[src/hdl/axis_io_pkg.sv]
// Purpose: Constants for the single-axis pulse, encoder and stop logic
// Assumes: 100 MHz system clock, plain register port with word indices
// Notes:   Register indices and field positions are shared with the bench
package axis_io_pkg;
   // Register indices on the plain port
   localparam logic [3:0] A_CTRL = 4'h0;
   localparam logic [3:0] A_STOP = 4'h1;
   localparam logic [3:0] A_HALF = 4'h2;
   localparam logic [3:0] A_CMD  = 4'h3;
   localparam logic [3:0] A_STAT = 4'h4;
   localparam logic [3:0] A_POS  = 4'h5;
   localparam logic [3:0] A_IST  = 4'h6;
   localparam logic [3:0] A_ICLR = 4'h7;
   localparam logic [3:0] A_IEN  = 4'h8;
   // Control fields
   localparam int C_OMODE = 0;  // 2 bits
   localparam int C_ENC   = 2;  // 0 quadrature, 1 up/down
   localparam int C_FLT   = 3;
   localparam int C_HOME  = 4;
   localparam int C_PAGE  = 5;
   localparam int CTRL_W  = 6;
   // Stop configuration fields
   localparam int S_EN    = 0;  // 3 bits
   localparam int S_LVL   = 3;  // 3 bits, 1 = active high
   localparam int S_INST  = 6;  // 3 bits, 1 = instant stop
   localparam int S_LEN   = 9;
   localparam int S_LLVL  = 10;
   localparam int S_LINST = 11;
   localparam int SCFG_W  = 12;
   // Command bits
   localparam int K_PLUS  = 0;
   localparam int K_MINUS = 1;
   localparam int K_DECEL = 2;
   localparam int K_INST  = 3;
   // Output modes
   localparam logic [1:0] OM_PM   = 2'h0;
   localparam logic [1:0] OM_PDIR = 2'h1;
   localparam logic [1:0] OM_QUAD = 2'h2;
   // Input pin slots
   localparam int P_A   = 0;
   localparam int P_B   = 1;
   localparam int P_S0  = 2;
   localparam int P_LMT = 5;
   localparam int NPIN  = 6;
   // Interrupt events
   localparam int I_END  = 0;
   localparam int I_STOP = 1;
   localparam int I_LMT  = 2;
   localparam int NIRQ   = 3;
   // Reset values and timing
   localparam logic [15:0] HALF_RST = 16'h0004;
   localparam logic [1:0]  FLT_MAX  = 2'h3;
endpackage

[src/hdl/axis_pulse_encoder_stop_io.sv]
// Purpose: Drive pulse output, encoder counting and stop/limit inputs, one axis
// Assumes: All pins asynchronous to clk_i; speed profile lives elsewhere
// Notes:   Decelerating stop finishes the pulse in flight, instant stop cuts it
// Function
// - Both drive pulse outputs stay low during reset and until a drive starts.
// - A running drive gives pulses with equal high and low times.
// - Pulse-plus-direction mode puts pulses on the first output, direction on the second.
// - Quadrature mode puts phase B on the first output and A on the second, so the second leads on a plus drive.
// - Encoder mode decodes A and B into up and down counts of the position.
// - Up/down mode counts up on each rising edge of the first counter input.
// - Up/down mode counts down on each rising edge of the second counter input.
// - Three stop inputs each end a drive, decelerating or instantly.
// - Each stop input has its own enable and active level.
// - Home search may use stop 0 as near home, stop 1 as home, stop 2 as index.
// - Stop input levels read back in the input status register, first page.
// - The plus limit stops a plus drive, decelerating or instantly.
// - Encoder, stop and limit inputs pass an optional integrating filter.
module axis_pulse_encoder_stop_io
   import axis_io_pkg::*;
(
   // Clock and reset
   input  wire logic        clk_i,
   input  wire logic        srst_i,
   // Register port
   input  wire logic [3:0]  addr_i,
   input  wire logic [31:0] wdata_i,
   input  wire logic        wr_i,
   input  wire logic        rd_i,
   output logic      [31:0] rdata_o,
   // Pins
   input  wire logic        encoder_phase_a_up_input_i,
   input  wire logic        encoder_phase_b_down_input_i,
   input  wire logic [2:0]  axis_stop_inputs_i,
   input  wire logic        plus_limit_input_i,
   output logic             plus_pulse_output_o,
   output logic             minus_pulse_or_sense_output_o,
   // Unit side
   output logic             near_home_stop_o,
   output logic             home_stop_o,
   output logic             index_stop_o,
   output logic             drive_busy_o,
   output logic             irq_o
);
   import axis_io_pkg::*;

   typedef struct packed {
      logic [NPIN-1:0]      s1, s2;   // Synchroniser stages
      logic [NPIN-1:0][1:0] fc;       // Integrator counters
      logic [NPIN-1:0]      flt, prv;
      logic [CTRL_W-1:0]    ctrl;
      logic [SCFG_W-1:0]    scfg;
      logic [15:0]          half, hc;
      logic [31:0]          pos, rdata;
      logic                 busy, dir, ph, stopping, po, mo;
      logic [1:0]           qd;
      logic [2:0]           hm;
      logic [NIRQ-1:0]      ist, ien;
   } st_t;

   st_t q, d;
   logic [NPIN-1:0] raw;
   logic [2:0]      sact;
   logic            lact, s_any, s_inst, step, up, dn;
   logic [1:0]      om;

   assign raw = {plus_limit_input_i, axis_stop_inputs_i,
                 encoder_phase_b_down_input_i, encoder_phase_a_up_input_i};
   assign om  = q.ctrl[C_OMODE +: 2];

   // Stop and limit qualifiers from filtered levels
   always_comb begin
      for (int i = 0; i < 3; i++) begin
         sact[i] = q.scfg[S_EN+i] & (q.flt[P_S0+i] == q.scfg[S_LVL+i]);
      end
      lact   = q.scfg[S_LEN] & (q.flt[P_LMT] == q.scfg[S_LLVL]) & ~q.dir;
      s_any  = |sact;
      s_inst = |(sact & q.scfg[S_INST +: 3]);
   end

   // Encoder decode; edges come from filtered levels only
   always_comb begin
      up = 1'b0;
      dn = 1'b0;
      if (q.ctrl[C_ENC]) begin
         up = q.flt[P_A] & ~q.prv[P_A];
         dn = q.flt[P_B] & ~q.prv[P_B];
      end else if ((q.flt[P_A] ^ q.prv[P_A]) ^ (q.flt[P_B] ^ q.prv[P_B])) begin
         up = ~(q.prv[P_A] ^ q.flt[P_B]);
         dn = ~up;
      end
   end

   // Next state of the whole axis
   always_comb begin
      d = q;
      d.rdata = 32'h0000_0000;
      // Clear first, so an event of the same cycle sets the bit again
      if (wr_i && addr_i == A_ICLR) begin
         d.ist = q.ist & ~wdata_i[NIRQ-1:0];
      end
      // Two-flop synchroniser, then optional integrator
      d.s1  = raw;
      d.s2  = q.s1;
      d.prv = q.flt;
      for (int i = 0; i < NPIN; i++) begin
         if (!q.ctrl[C_FLT]) begin
            d.flt[i] = q.s2[i];
            d.fc[i]  = 2'h0;
         end else if (q.s2[i] == q.flt[i]) begin
            d.fc[i] = 2'h0;
         end else if (q.fc[i] == FLT_MAX) begin
            d.flt[i] = q.s2[i];
            d.fc[i]  = 2'h0;
         end else begin
            d.fc[i] = q.fc[i] + 2'h1;
         end
      end
      // Position counter; simultaneous up and down cancel
      if (up && !dn) begin
         d.pos = q.pos + 32'h0000_0001;
      end else if (dn && !up) begin
         d.pos = q.pos - 32'h0000_0001;
      end
      // Half-period timer, equal high and low phases
      step = 1'b0;
      if (q.busy) begin
         if (q.hc == 16'h0000) begin
            d.hc = q.half;
            step = 1'b1;
         end else begin
            d.hc = q.hc - 16'h0001;
         end
      end
      if (step) begin
         d.ph = ~q.ph;
         // Phase walks only in its own mode, so a later switch starts from rest
         if (om == OM_QUAD) begin
            d.qd = q.dir ? q.qd - 2'h1 : q.qd + 2'h1;
         end
         // Decelerating stop ends on a whole pulse, never a runt
         if (q.stopping && (om == OM_QUAD || q.ph)) begin
            d.busy       = 1'b0;
            d.stopping   = 1'b0;
            d.ist[I_END] = 1'b1;
         end
      end
      // Stop inputs and plus limit end the drive
      if (q.busy && (s_any || lact)) begin
         if (s_inst || (lact && q.scfg[S_LINST])) begin
            d.busy       = 1'b0;
            d.stopping   = 1'b0;
            d.ph         = 1'b0;
            d.ist[I_END] = 1'b1;
         end else begin
            d.stopping = 1'b1;
         end
         if (s_any) begin
            d.ist[I_STOP] = 1'b1;
         end
         if (lact) begin
            d.ist[I_LMT] = 1'b1;
         end
      end
      // Register writes; interrupt clear loses to a same-cycle event
      if (wr_i) begin
         case (addr_i)
            A_CTRL: d.ctrl = wdata_i[CTRL_W-1:0];
            A_STOP: d.scfg = wdata_i[SCFG_W-1:0];
            A_HALF: d.half = wdata_i[15:0];
            A_POS:  d.pos  = wdata_i;
            A_IEN:  d.ien  = wdata_i[NIRQ-1:0];
            A_CMD: begin
               if (wdata_i[K_INST] && q.busy) begin
                  d.busy       = 1'b0;
                  d.stopping   = 1'b0;
                  d.ph         = 1'b0;
                  d.ist[I_END] = 1'b1;
               end else if (wdata_i[K_DECEL] && q.busy) begin
                  d.stopping = 1'b1;
               end else if (!q.busy && (wdata_i[K_PLUS] || wdata_i[K_MINUS])) begin
                  d.busy     = 1'b1;
                  d.dir      = ~wdata_i[K_PLUS];
                  d.hc       = q.half;
                  d.ph       = 1'b0;
                  d.stopping = 1'b0;
               end
            end
            default: ;
         endcase
      end
      // Read path, data stands one cycle only
      if (rd_i) begin
         case (addr_i)
            A_CTRL: d.rdata = {26'h0, q.ctrl};
            A_STOP: d.rdata = {20'h0, q.scfg};
            A_HALF: d.rdata = {16'h0, q.half};
            A_POS:  d.rdata = q.pos;
            A_IST:  d.rdata = {29'h0, q.ist};
            A_IEN:  d.rdata = {29'h0, q.ien};
            A_STAT: begin
               if (!q.ctrl[C_PAGE]) begin
                  d.rdata = {26'h0, q.flt};
               end else begin
                  d.rdata = {29'h0, q.stopping, q.dir, q.busy};
               end
            end
            default: d.rdata = 32'h0000_0000;
         endcase
      end
      // Output pins by the next mode, so pins and a mode write change together
      case (d.ctrl[C_OMODE +: 2])
         OM_PM: begin
            d.po = d.busy & ~d.dir & d.ph;
            d.mo = d.busy & d.dir & d.ph;
         end
         OM_PDIR: begin
            d.po = d.busy & d.ph;
            d.mo = d.dir;
         end
         OM_QUAD: begin
            d.po = d.qd[1];
            d.mo = d.qd[1] ^ d.qd[0];
         end
         default: begin
            d.po = 1'b0;
            d.mo = 1'b0;
         end
      endcase
      // Home search sensors, active levels only when enabled
      d.hm = q.ctrl[C_HOME] ? sact : 3'h0;
      if (srst_i) begin
         d = '0;
         d.half = HALF_RST;
      end
   end

   // One register for the whole state
   always_ff @(posedge clk_i) begin
      q <= d;
   end

   assign rdata_o                       = q.rdata;
   assign plus_pulse_output_o           = q.po;
   assign minus_pulse_or_sense_output_o = q.mo;
   assign near_home_stop_o              = q.hm[0];
   assign home_stop_o                   = q.hm[1];
   assign index_stop_o                  = q.hm[2];
   assign drive_busy_o                  = q.busy;
   assign irq_o                         = |(q.ist & q.ien);

   // Checks
   a_reset_low: assert property (@(posedge clk_i) srst_i |=>
      !plus_pulse_output_o && !minus_pulse_or_sense_output_o && !q.busy)
      else $error("pulse output high after reset");
   a_duty_equal: assert property (@(posedge clk_i) disable iff (srst_i)
      $past(q.busy) && q.busy && $changed(q.ph) |-> q.hc == q.half && $past(q.hc) == 16'h0000)
      else $error("pulse phase length not equal");
   a_pls_dir: assert property (@(posedge clk_i) disable iff (srst_i)
      om == OM_PDIR |-> minus_pulse_or_sense_output_o == q.dir
         && plus_pulse_output_o == (q.busy && q.ph))
      else $error("pulse and direction outputs wrong");
   a_quad_phase: assert property (@(posedge clk_i) disable iff (srst_i)
      om == OM_QUAD && q.busy && !q.dir && $changed(q.qd) |->
         q.qd == $past(q.qd) + 2'h1)
      else $error("quadrature phase order wrong");
   a_enc_step: assert property (@(posedge clk_i) disable iff (srst_i)
      !q.ctrl[C_ENC] && !wr_i && (q.flt[P_A] ^ q.prv[P_A]) && (q.flt[P_B] == q.prv[P_B])
      |=> q.pos != $past(q.pos))
      else $error("encoder edge not counted");
   a_up_count: assert property (@(posedge clk_i) disable iff (srst_i)
      q.ctrl[C_ENC] && !wr_i && q.flt[P_A] && !q.prv[P_A] && !(q.flt[P_B] && !q.prv[P_B])
      |=> q.pos == $past(q.pos) + 32'h0000_0001)
      else $error("up pulse not counted");
   a_dn_count: assert property (@(posedge clk_i) disable iff (srst_i)
      q.ctrl[C_ENC] && !wr_i && q.flt[P_B] && !q.prv[P_B] && !(q.flt[P_A] && !q.prv[P_A])
      |=> q.pos == $past(q.pos) - 32'h0000_0001)
      else $error("down pulse not counted");
   a_stop_inst: assert property (@(posedge clk_i) disable iff (srst_i)
      q.busy && s_inst |=> !q.busy && (om == OM_QUAD || !plus_pulse_output_o))
      else $error("instant stop did not end drive");
   a_lmt_stop: assert property (@(posedge clk_i) disable iff (srst_i)
      q.busy && lact && !wr_i |=> !q.busy || q.stopping)
      else $error("plus limit ignored");
   a_status_page: assert property (@(posedge clk_i) disable iff (srst_i)
      rd_i && addr_i == A_STAT && !q.ctrl[C_PAGE] |=> rdata_o[4:2] == $past(q.flt[4:2]))
      else $error("stop levels not on first page");
   a_home_map: assert property (@(posedge clk_i) disable iff (srst_i)
      q.ctrl[C_HOME] && sact[1] |=> $past(q.ctrl[C_HOME]) ? home_stop_o : 1'b1)
      else $error("home sensor not passed on");
   // A drive only ends by a stop, a limit, a command or a finished decel
   a_drive_holds: assert property (@(posedge clk_i) disable iff (srst_i)
      q.busy && !q.stopping && !s_any && !lact && !wr_i |=> q.busy)
      else $error("drive ended without cause");
   a_minus_limit: assert property (@(posedge clk_i) disable iff (srst_i)
      q.busy && q.dir |-> !lact)
      else $error("plus limit acted on minus drive");
   a_filter_off: assert property (@(posedge clk_i) disable iff (srst_i)
      !q.ctrl[C_FLT] |=> q.flt == $past(q.s2))
      else $error("unfiltered level not passed on");
   a_mode_low: assert property (@(posedge clk_i) disable iff (srst_i)
      om == 2'h3 |-> !plus_pulse_output_o && !minus_pulse_or_sense_output_o)
      else $error("outputs high in quiet mode");
endmodule

[config.mk]
export PLATFORM = sky130hd
export DESIGN_NAME = axis_pulse_encoder_stop_io
export DESIGN_NICKNAME = d
export VERILOG_FILES = /design/src/hdl/axis_io_pkg.sv /design/src/hdl/axis_pulse_encoder_stop_io.sv
export SDC_FILE = /design/constraint.sdc
export NUM_CORES = 1
export LEC_CHECK = 0
export BUFFER_PORTS_ARGS = -buffer_cell sky130_fd_sc_hd__buf_2
export CELL_PAD_IN_SITES_DETAIL_PLACEMENT = 2
export CELL_PAD_IN_SITES_GLOBAL_PLACEMENT = 2
export CORE_UTILIZATION = 32
export CTS_CLUSTER_SIZE = 10
export DETAILED_ROUTE_END_ITERATION = 8
export PLACE_DENSITY_LB_ADDON = 0.12
export SETUP_SLACK_MARGIN = 0.1
export SKIP_CTS_REPAIR_TIMING = 1
export SLEW_MARGIN = 20
export SYNTH_ARGS = -nofsm -noshare
export SYNTH_HDL_FRONTEND = slang
export SYNTH_SLANG_ARGS = --single-unit
[constraint.sdc]
create_clock -name clk_i -period 2.6 [get_ports clk_i]
set_input_delay 0.26 -clock clk_i [delete_from_list [all_inputs] [get_ports clk_i]]
set_output_delay 0.26 -clock clk_i [all_outputs]
set_load 0.005 [all_outputs]
==> results of run 1 <==
worst max path at each step:
stage / to / slack, ns / depth (start not counted)
3_5_place_dp: q[76] / -0.04 / 9
2_1_floorplan: q[62] / 0.20 / 8
3_3_place_gp: q[79] / 0.08 / 8
6_report: q[60] / 0.20 / 8
5_1_grt: q[73] / 0.08 / 8
4_1_cts: q[76] / -0.05 / 9
power groups by stage:
stage                     clock, mW  sequential [mW]  combinational [mW]
after floorplan                   0             2.63               0.355
after global placement            0             2.67               0.535
after detailed placement          0             2.67               0.543
after CTS                      2.60             2.61               0.547
after global routing           2.71             2.62               0.617
final                          2.53             2.61               0.563
kinds of logic (layout without fill, tap and decap cells):
kind of cell,Yosys count,after routing,synth area share [%]
AND/OR/NAND/NOR,439,439,29.2
AO/OA/AOI/OAI,185,185,15.0
flip-flops,163,163,40.3
buffers and inverters,111,171,7.00
XOR/XNOR,45,45,4.87
multiplexers,14,14,1.76
adder cells (fa/ha/maj),12,12,1.85
per-layer routing:
layer / part of all wire, % / track usage, % / vias to the layer above
met4: 1.2 / 6.22 / 0
li1: - / - / 3526
met1: 48 / 29.9 / 3705
met5: 0 / 0 / -
met2: 48 / 36.3 / 121
met3: 2.6 / 2.90 / 21
layout make-up:
type,count,area (um2)
Sequential cell,163,3260
Timing Repair Buffer,130,791
Multi-Input combinational cell,695,4360
Fill cell,2826,15100
Inverter,9,33.8
Tap cell,324,405
Clock inverter,15,160
Clock buffer,17,425
sequential cells by signal, summed over array words and instances, names as in the netlist:
| name | count |
|---|---|
| near_home_stop_o | 1 |
| om | 2 |
| minus_pulse_or_sense_output_o | 1 |
| drive_busy_o | 1 |
| home_stop_o | 1 |
| index_stop_o | 1 |
| plus_pulse_output_o | 1 |
| q | 123 |
| rdata_o | 32 |
layout by cell type (no fill, tap or decap), drive strengths merged, types with 10 or more instances in the layout:
cell	netlist	routed
a211oi	15	15
a21oi	63	63
a22oi	27	27
and2	25	25
and3	14	14
buf	42	130
clkbuf	60	17
dfxtp	163	163
ha	12	12
inv	9	16
mux2i	12	12
nand2	115	115
nand2b	16	16
nand3	51	51
nand3b	12	12
nand4	21	21
nor2	69	69
nor2b	18	18
nor3	21	21
nor4	16	16
nor4b	10	10
o21ai	28	28
or3	15	15
xnor2	35	35
xor2	10	10
per-stage QoR:
step | cell area (um2) | setup TNS [ns] | total power, mW | cells | setup WS [ns]
CTS | 9330 | -0.0813 | 5.76 | 1349 | -0.0496
floorplan | 8100 | 0 | 2.99 | 969 | 0.198
global placement | 8750 | 0 | 3.20 | 1317 | 0.0807
finish | 9440 | 0 | 5.70 | 1353 | 0.199
global route | 9440 | 0 | 5.94 | 1353 | 0.0835
detailed placement | 8750 | -0.0598 | 3.21 | 1317 | -0.0360
tightest hold or removal path, stage by stage:
cell and delay [ns]:
sky130_fd_sc_hd__buf_2 0.07, sky130_fd_sc_hd__nand2_1 0.04, sky130_fd_sc_hd__o21ai_1 0.06
==> summary.md, run 1 <==
| Metric | Value |
|---|---|
| Standard cell core area | 0.0245 mm2 |
| Hold Vio Cnt, Final | 0 |
| Count of unresolved DRC violations after routing | 0 |
| Vias after detailed routing | 7373 |
| Setup repair after global routing missed its margin | no |
| Worst Setup Start Kind | register |
| Half-perimeter wire length after detailed placement | 20100 um |
| Area enclosed by the die boundary | 0.0259 mm2 |
| Die boundary height | 161 um |
| Most used standard cell by instance count after synthesis | sky130_fd_sc_hd__dfxtp_1 |
| Average instance area after synthesis | 8.36 um2 |
| Switching portion of total power | 28.8% |
| Largest fanout on the critical path | 10 |
| Cell type of the slowest stage on the worst timing path | sky130_fd_sc_hd__or4_1 |
| Flip-flop and latch count after synthesis | 163 |
| List of most frequent post-synthesis cells | 163 x sky130_fd_sc_hd__dfxtp_1, 115 x sky130_fd_sc_hd__nand2_1, 69 x sky130_fd_sc_hd__nor2_1 |
| Total Nets Final | 1074 |
| Slew margin rel. | 59.2% |
| Clk pwr share | 44.3% |
| Worst Reg-to-Reg Cells | 8 |
| Worst min-delay path class | in -> reg |
| I/O Pins | 85 |
| Part of the power in combinational logic | 9.9% |
| EDFF count, synth | 0 |
| Run status | finished clean |
| Routed wire length per instance | 20.6 um |
| Site Rows | 57 |
| Net count of the mapped netlist | 1027 |
| Number of stages on the worst hold path | 3 |
| Synthesized netlist cell count | 969 |
| CP top delay family | simple AND/OR/NAND/NOR gates |
| Clock latency on the worst-skew pair | 0.44 ns |
| Maximum capacitance violations | 0 |
| Sequential fraction of the synthesis area | 40.3% |
| Leading post-synthesis cells by cell area | sky130_fd_sc_hd__dfxtp_1 40%, sky130_fd_sc_hd__nand2_1 5.3%, sky130_fd_sc_hd__a21oi_1 3.9% |
| Hold Crit Endpoint | q[71] |
| Worst R2R End | q[60] |
| Min Clock Period, post-route | 2.40 ns |
| Antenna violations before repair | 0 |
| Chip width | 161 um |
| Clock H-tree levels | 4 |
| Dominant cell type by area after synthesis | sky130_fd_sc_hd__dfxtp_1 |
| Maximum clock insertion buffer count | 2 |
| GRT Total Usage | 22.0% |
| CP Data Arrival Time | 2.72 ns |
| Overflow left after global routing | 0 |
| Number of global-route vias before repair | 7790 |
| Worst reg2reg startpoint | q[131] |
| Critical path capture point type | register |
| Clock sink count | 163 |
| Fmax | 0.416 GHz |
| Required time of the worst setup path | 2.92 ns |
| Buffer cell driving the clock tree root | sky130_fd_sc_hd__clkbuf_16 |
| Setup-failing EPs final | 0 |
| Power per cell area | 604 mW/mm2 |
| Reg2Reg Setup Slack | 0.20 ns |
| Leakage power total | 3.58 nW |
| IO Port Bufs | 84 |
| Post-synth top flop | sky130_fd_sc_hd__dfxtp_1 |
| Post-route clock skew | 0.0133 ns |
| Util after Layout | 38.5% |
| Clock slew at reported path FFs | 0.08 ns |
| Number of buffer and inverter instances along the worst setup path | 1 |
| P_sw | 1.64 mW |
| Maximum number of pins on one net before global-route repair | 86 |
| Sequential group share of total power | 45.8% |
| Post-synth design cell area | 0.00810 mm2 |
| Worst setup path category | reg -> reg |
| Worst slack on hold paths | 0.0207 ns |
| Number of vias per cell | 5.45 |
| Wire length of the first global-routing pass | 44300 um |
| Setup crit start | q[131] |
| Remaining number of nets flagged by the antenna check after routing | 0 |
| Routed wire length | 27800 um |
| Worst-Margin Slew | 0.610 ns |
| P&R area growth vs syn | 16.6% |
| N_diodes | 0 |
| Last weighted congestion value of the routability-driven placer | 0.825 |
| Final Cycle Share | 92.4% |
| Final count of pins violating max slew | 0 |
| Share of the synthesized area in the top cell type | 40.3% |
| Cell Int Power | 4.06 mW |
| CP Cell Sequence | inv_1, ha_4, xnor2_4, o31a_4, or4_1, and3_1, o21ai_1, a21oi_1 |
| Worst Min Path Start | wdata_i[22] |
| Iteration-0 DRC count of the detailed router | 358 |
| Fraction of layout instances using a drive strength above 1 | 17.9% |
| Initial cell density of the core | 33.0% |
| Number of different library cells in the post-synthesis netlist | 71 |
| Delay of the slowest critical-path stage | 0.55 ns |
| CTS tree | built |
| FFs w/ async S/R, synth | 0% |
| Yosys Warn Count | 0 |
| Worst supply voltage drop on vdd | 0.299 mV |
| Cts bufs inserted | 17 |
| Router iterations before antenna repair | 4 |
No activity file was read; power rests on OpenSTA's default activity.
==> run 2: changes to the inputs <==
--- a/config.mk
+++ b/config.mk
@@ -11,10 +11,11 @@
 export CORE_UTILIZATION = 32
 export CTS_CLUSTER_SIZE = 10
 export DETAILED_ROUTE_END_ITERATION = 8
-export PLACE_DENSITY_LB_ADDON = 0.12
+export PLACE_DENSITY = 0.88
 export SETUP_SLACK_MARGIN = 0.1
 export SKIP_CTS_REPAIR_TIMING = 1
 export SLEW_MARGIN = 20
 export SYNTH_ARGS = -nofsm -noshare
 export SYNTH_HDL_FRONTEND = slang
 export SYNTH_SLANG_ARGS = --single-unit
+export TNS_END_PERCENT = 100
==> summary.md, run 2 (same netlist as run 1, synthesis figures left out) <==
| Metric | Value |
|---|---|
| Run status | finished clean |
| CP Data Arrival Time | 2.78 ns |
| Hold Vio Cnt, Final | 0 |
| Chip width | 161 um |
| Setup repair after global routing missed its margin | no |
| Sequential group share of total power | 45.5% |
| Reg2Reg Setup Slack | 0.16 ns |
| Post-route clock skew | 0.0124 ns |
| Required time of the worst setup path | 2.94 ns |
| Setup crit start | q[138] |
| Antenna violations before repair | 0 |
| Largest fanout on the critical path | 17 |
| N_diodes | 0 |
| Slew margin rel. | 58.8% |
| Remaining number of nets flagged by the antenna check after routing | 0 |
| Worst slack on hold paths | 0.0320 ns |
| Fraction of layout instances using a drive strength above 1 | 18.0% |
| Clock sink count | 163 |
| Maximum capacitance violations | 0 |
| Sum of negative setup slack | 0 ns |
| Router iterations before antenna repair | 5 |
| Part of the power in combinational logic | 10.0% |
| Wire length of the first global-routing pass | 48800 um |
| Fill cell instance count of the final layout | 2743 |
| Worst reg2reg startpoint | q[138] |
| GRT Total Usage | 24.2% |
| Half-perimeter wire length after detailed placement | 20900 um |
| Leakage power total | 3.55 nW |
| Number of flip-flops under the largest register name | 123 |
| Overflow left after global routing | 0 |
| Final count of pins violating max slew | 0 |
| Iteration-0 DRC count of the detailed router | 481 |
| Total Nets Final | 1070 |
| Switching portion of total power | 29.5% |
| Initial cell density of the core | 33.0% |
| Fmax | 0.410 GHz |
| Maximum clock insertion buffer count | 2 |
| Cts bufs inserted | 17 |
| Setup-failing EPs final | 0 |
| CTS tree | built |
| Site Rows | 57 |
| Routed wire length per instance | 22.9 um |
| Count of unresolved DRC violations after routing | 0 |
| Highest-count cells in the layout ignoring fill and taps | 162 x sky130_fd_sc_hd__dfxtp_1, 115 x sky130_fd_sc_hd__nand2_1, 83 x sky130_fd_sc_hd__buf_2 |
| Routed wire length | 30900 um |
| Footprint of the multi-input gates | 0.00437 mm2 |
| Clock H-tree levels | 4 |
| Final Cycle Share | 93.7% |
| Termination of the worst setup path | q[73] |
| Die boundary height | 161 um |
| Leading cell type in the layout, fill and taps excluded | sky130_fd_sc_hd__dfxtp_1 |
| Power per cell area | 610 mW/mm2 |
| Worst-Margin Slew | 0.613 ns |
| Area of all sequential standard cells | 0.00326 mm2 |
| Last weighted congestion value of the routability-driven placer | 0.869 |
| Number of global-route vias before repair | 8452 |
| Clk pwr share | 44.5% |
| Worst supply voltage drop on vdd | 0.307 mV |
| Worst R2R End | q[73] |
| Vias after detailed routing | 7711 |
| Maximum number of pins on one net before global-route repair | 47 |
| Clock slew at reported path FFs | 0.08 ns |
| Worst Reg-to-Reg Cells | 8 |
| P&R area growth vs syn | 16.2% |
| Standard cell core area | 0.0245 mm2 |
| Buffer cell driving the clock tree root | sky130_fd_sc_hd__clkbuf_16 |
| IO Port Bufs | 84 |
| Worst Setup Start Kind | register |
| Min Clock Period, post-route | 2.44 ns |
| Most flop-heavy register | q |
| Critical path capture point type | register |
| Worst min-delay path class | in -> reg |
| P_sw | 1.69 mW |
| Worst setup path category | reg -> reg |
| Cell Int Power | 4.05 mW |
| Number of vias per cell | 5.72 |
| I/O Pins | 85 |
| Area enclosed by the die boundary | 0.0259 mm2 |
| Clock latency on the worst-skew pair | 0.44 ns |
[run 2: cell count changes in the layout (fill, tap and decap cells not counted), sizes merged]
cell      before  now
inv           16   17
buf          130  126
clkinvlp       1    2
clkinv         7    5
[run 2: power by group through the flow]
stage               combinational (mW)  clock [mW]  sequential [mW]
detailed placement               0.531           0             2.66
global placement                 0.506           0             2.66
finish                           0.573        2.55             2.61
global route                     0.621        2.69             2.62
floorplan                        0.355           0             2.63
CTS                              0.548        2.58             2.61
[run 2: area by class of cell]
| class | instances | share of cell area (%) |
|---|---|---|
| sequential | 163 | 34.7 |
| tap | 324 | 4.31 |
| clock inverter | 15 | 1.68 |
| multi-input combinational | 695 | 46.4 |
| timing repair buffer | 126 | 8.02 |
| inverter | 9 | 0.359 |
| clock buffer | 17 | 4.52 |
[run 2: stage by stage]
| step | cell area, um2 | std cells | worst slack, ns | util, % | total power [mW] |
|---|---|---|---|---|---|
| floorplan | 8100 | 969 | 0.198 | - | 2.99 |
| global placement | 8700 | 1314 | 0.0993 | 35.5 | 3.16 |
| detailed placement | 8700 | 1314 | -0.0650 | 35.5 | 3.19 |
| CTS | 9290 | 1346 | -0.104 | 37.9 | 5.74 |
| global route | 9410 | 1349 | 0.0713 | 38.3 | 5.93 |
| finish | 9410 | 1349 | 0.163 | 38.3 | 5.74 |
[run 2: how the worst min path moves through the flow]
stage	endpoint	slack, ns	startpoint	depth (start not counted)
floorplan	q[51]	0.37	wdata_i[2]	2
global placement	q[149]	0.41	q[149]	1
detailed placement	q[157]	0.43	q[163]	1
CTS	q[166]	0.02	plus_limit_input_i	2
global route	q[166]	0.03	plus_limit_input_i	2
finish	q[166]	0.03	plus_limit_input_i	2
[run 2: worst max-delay path, stage by stage (launching register included)]
cell,delay (ns)
sky130_fd_sc_hd__dfxtp_1,0.40
sky130_fd_sc_hd__buf_4,0.20
sky130_fd_sc_hd__xor2_1,0.38
sky130_fd_sc_hd__o31ai_4,0.11
sky130_fd_sc_hd__buf_6,0.19
sky130_fd_sc_hd__or3_1,0.35
sky130_fd_sc_hd__o21a_1,0.12
sky130_fd_sc_hd__or3_1,0.32
sky130_fd_sc_hd__a311oi_1,0.27
[run 2: metal layers]
layer	track usage (%)	up-vias	part of all wire [%]
met2	41.6	231	50
met1	28.9	3885	41
met5	0	-	0
met4	12.0	0	4.2
li1	-	3503	-
met3	4.62	92	4.3
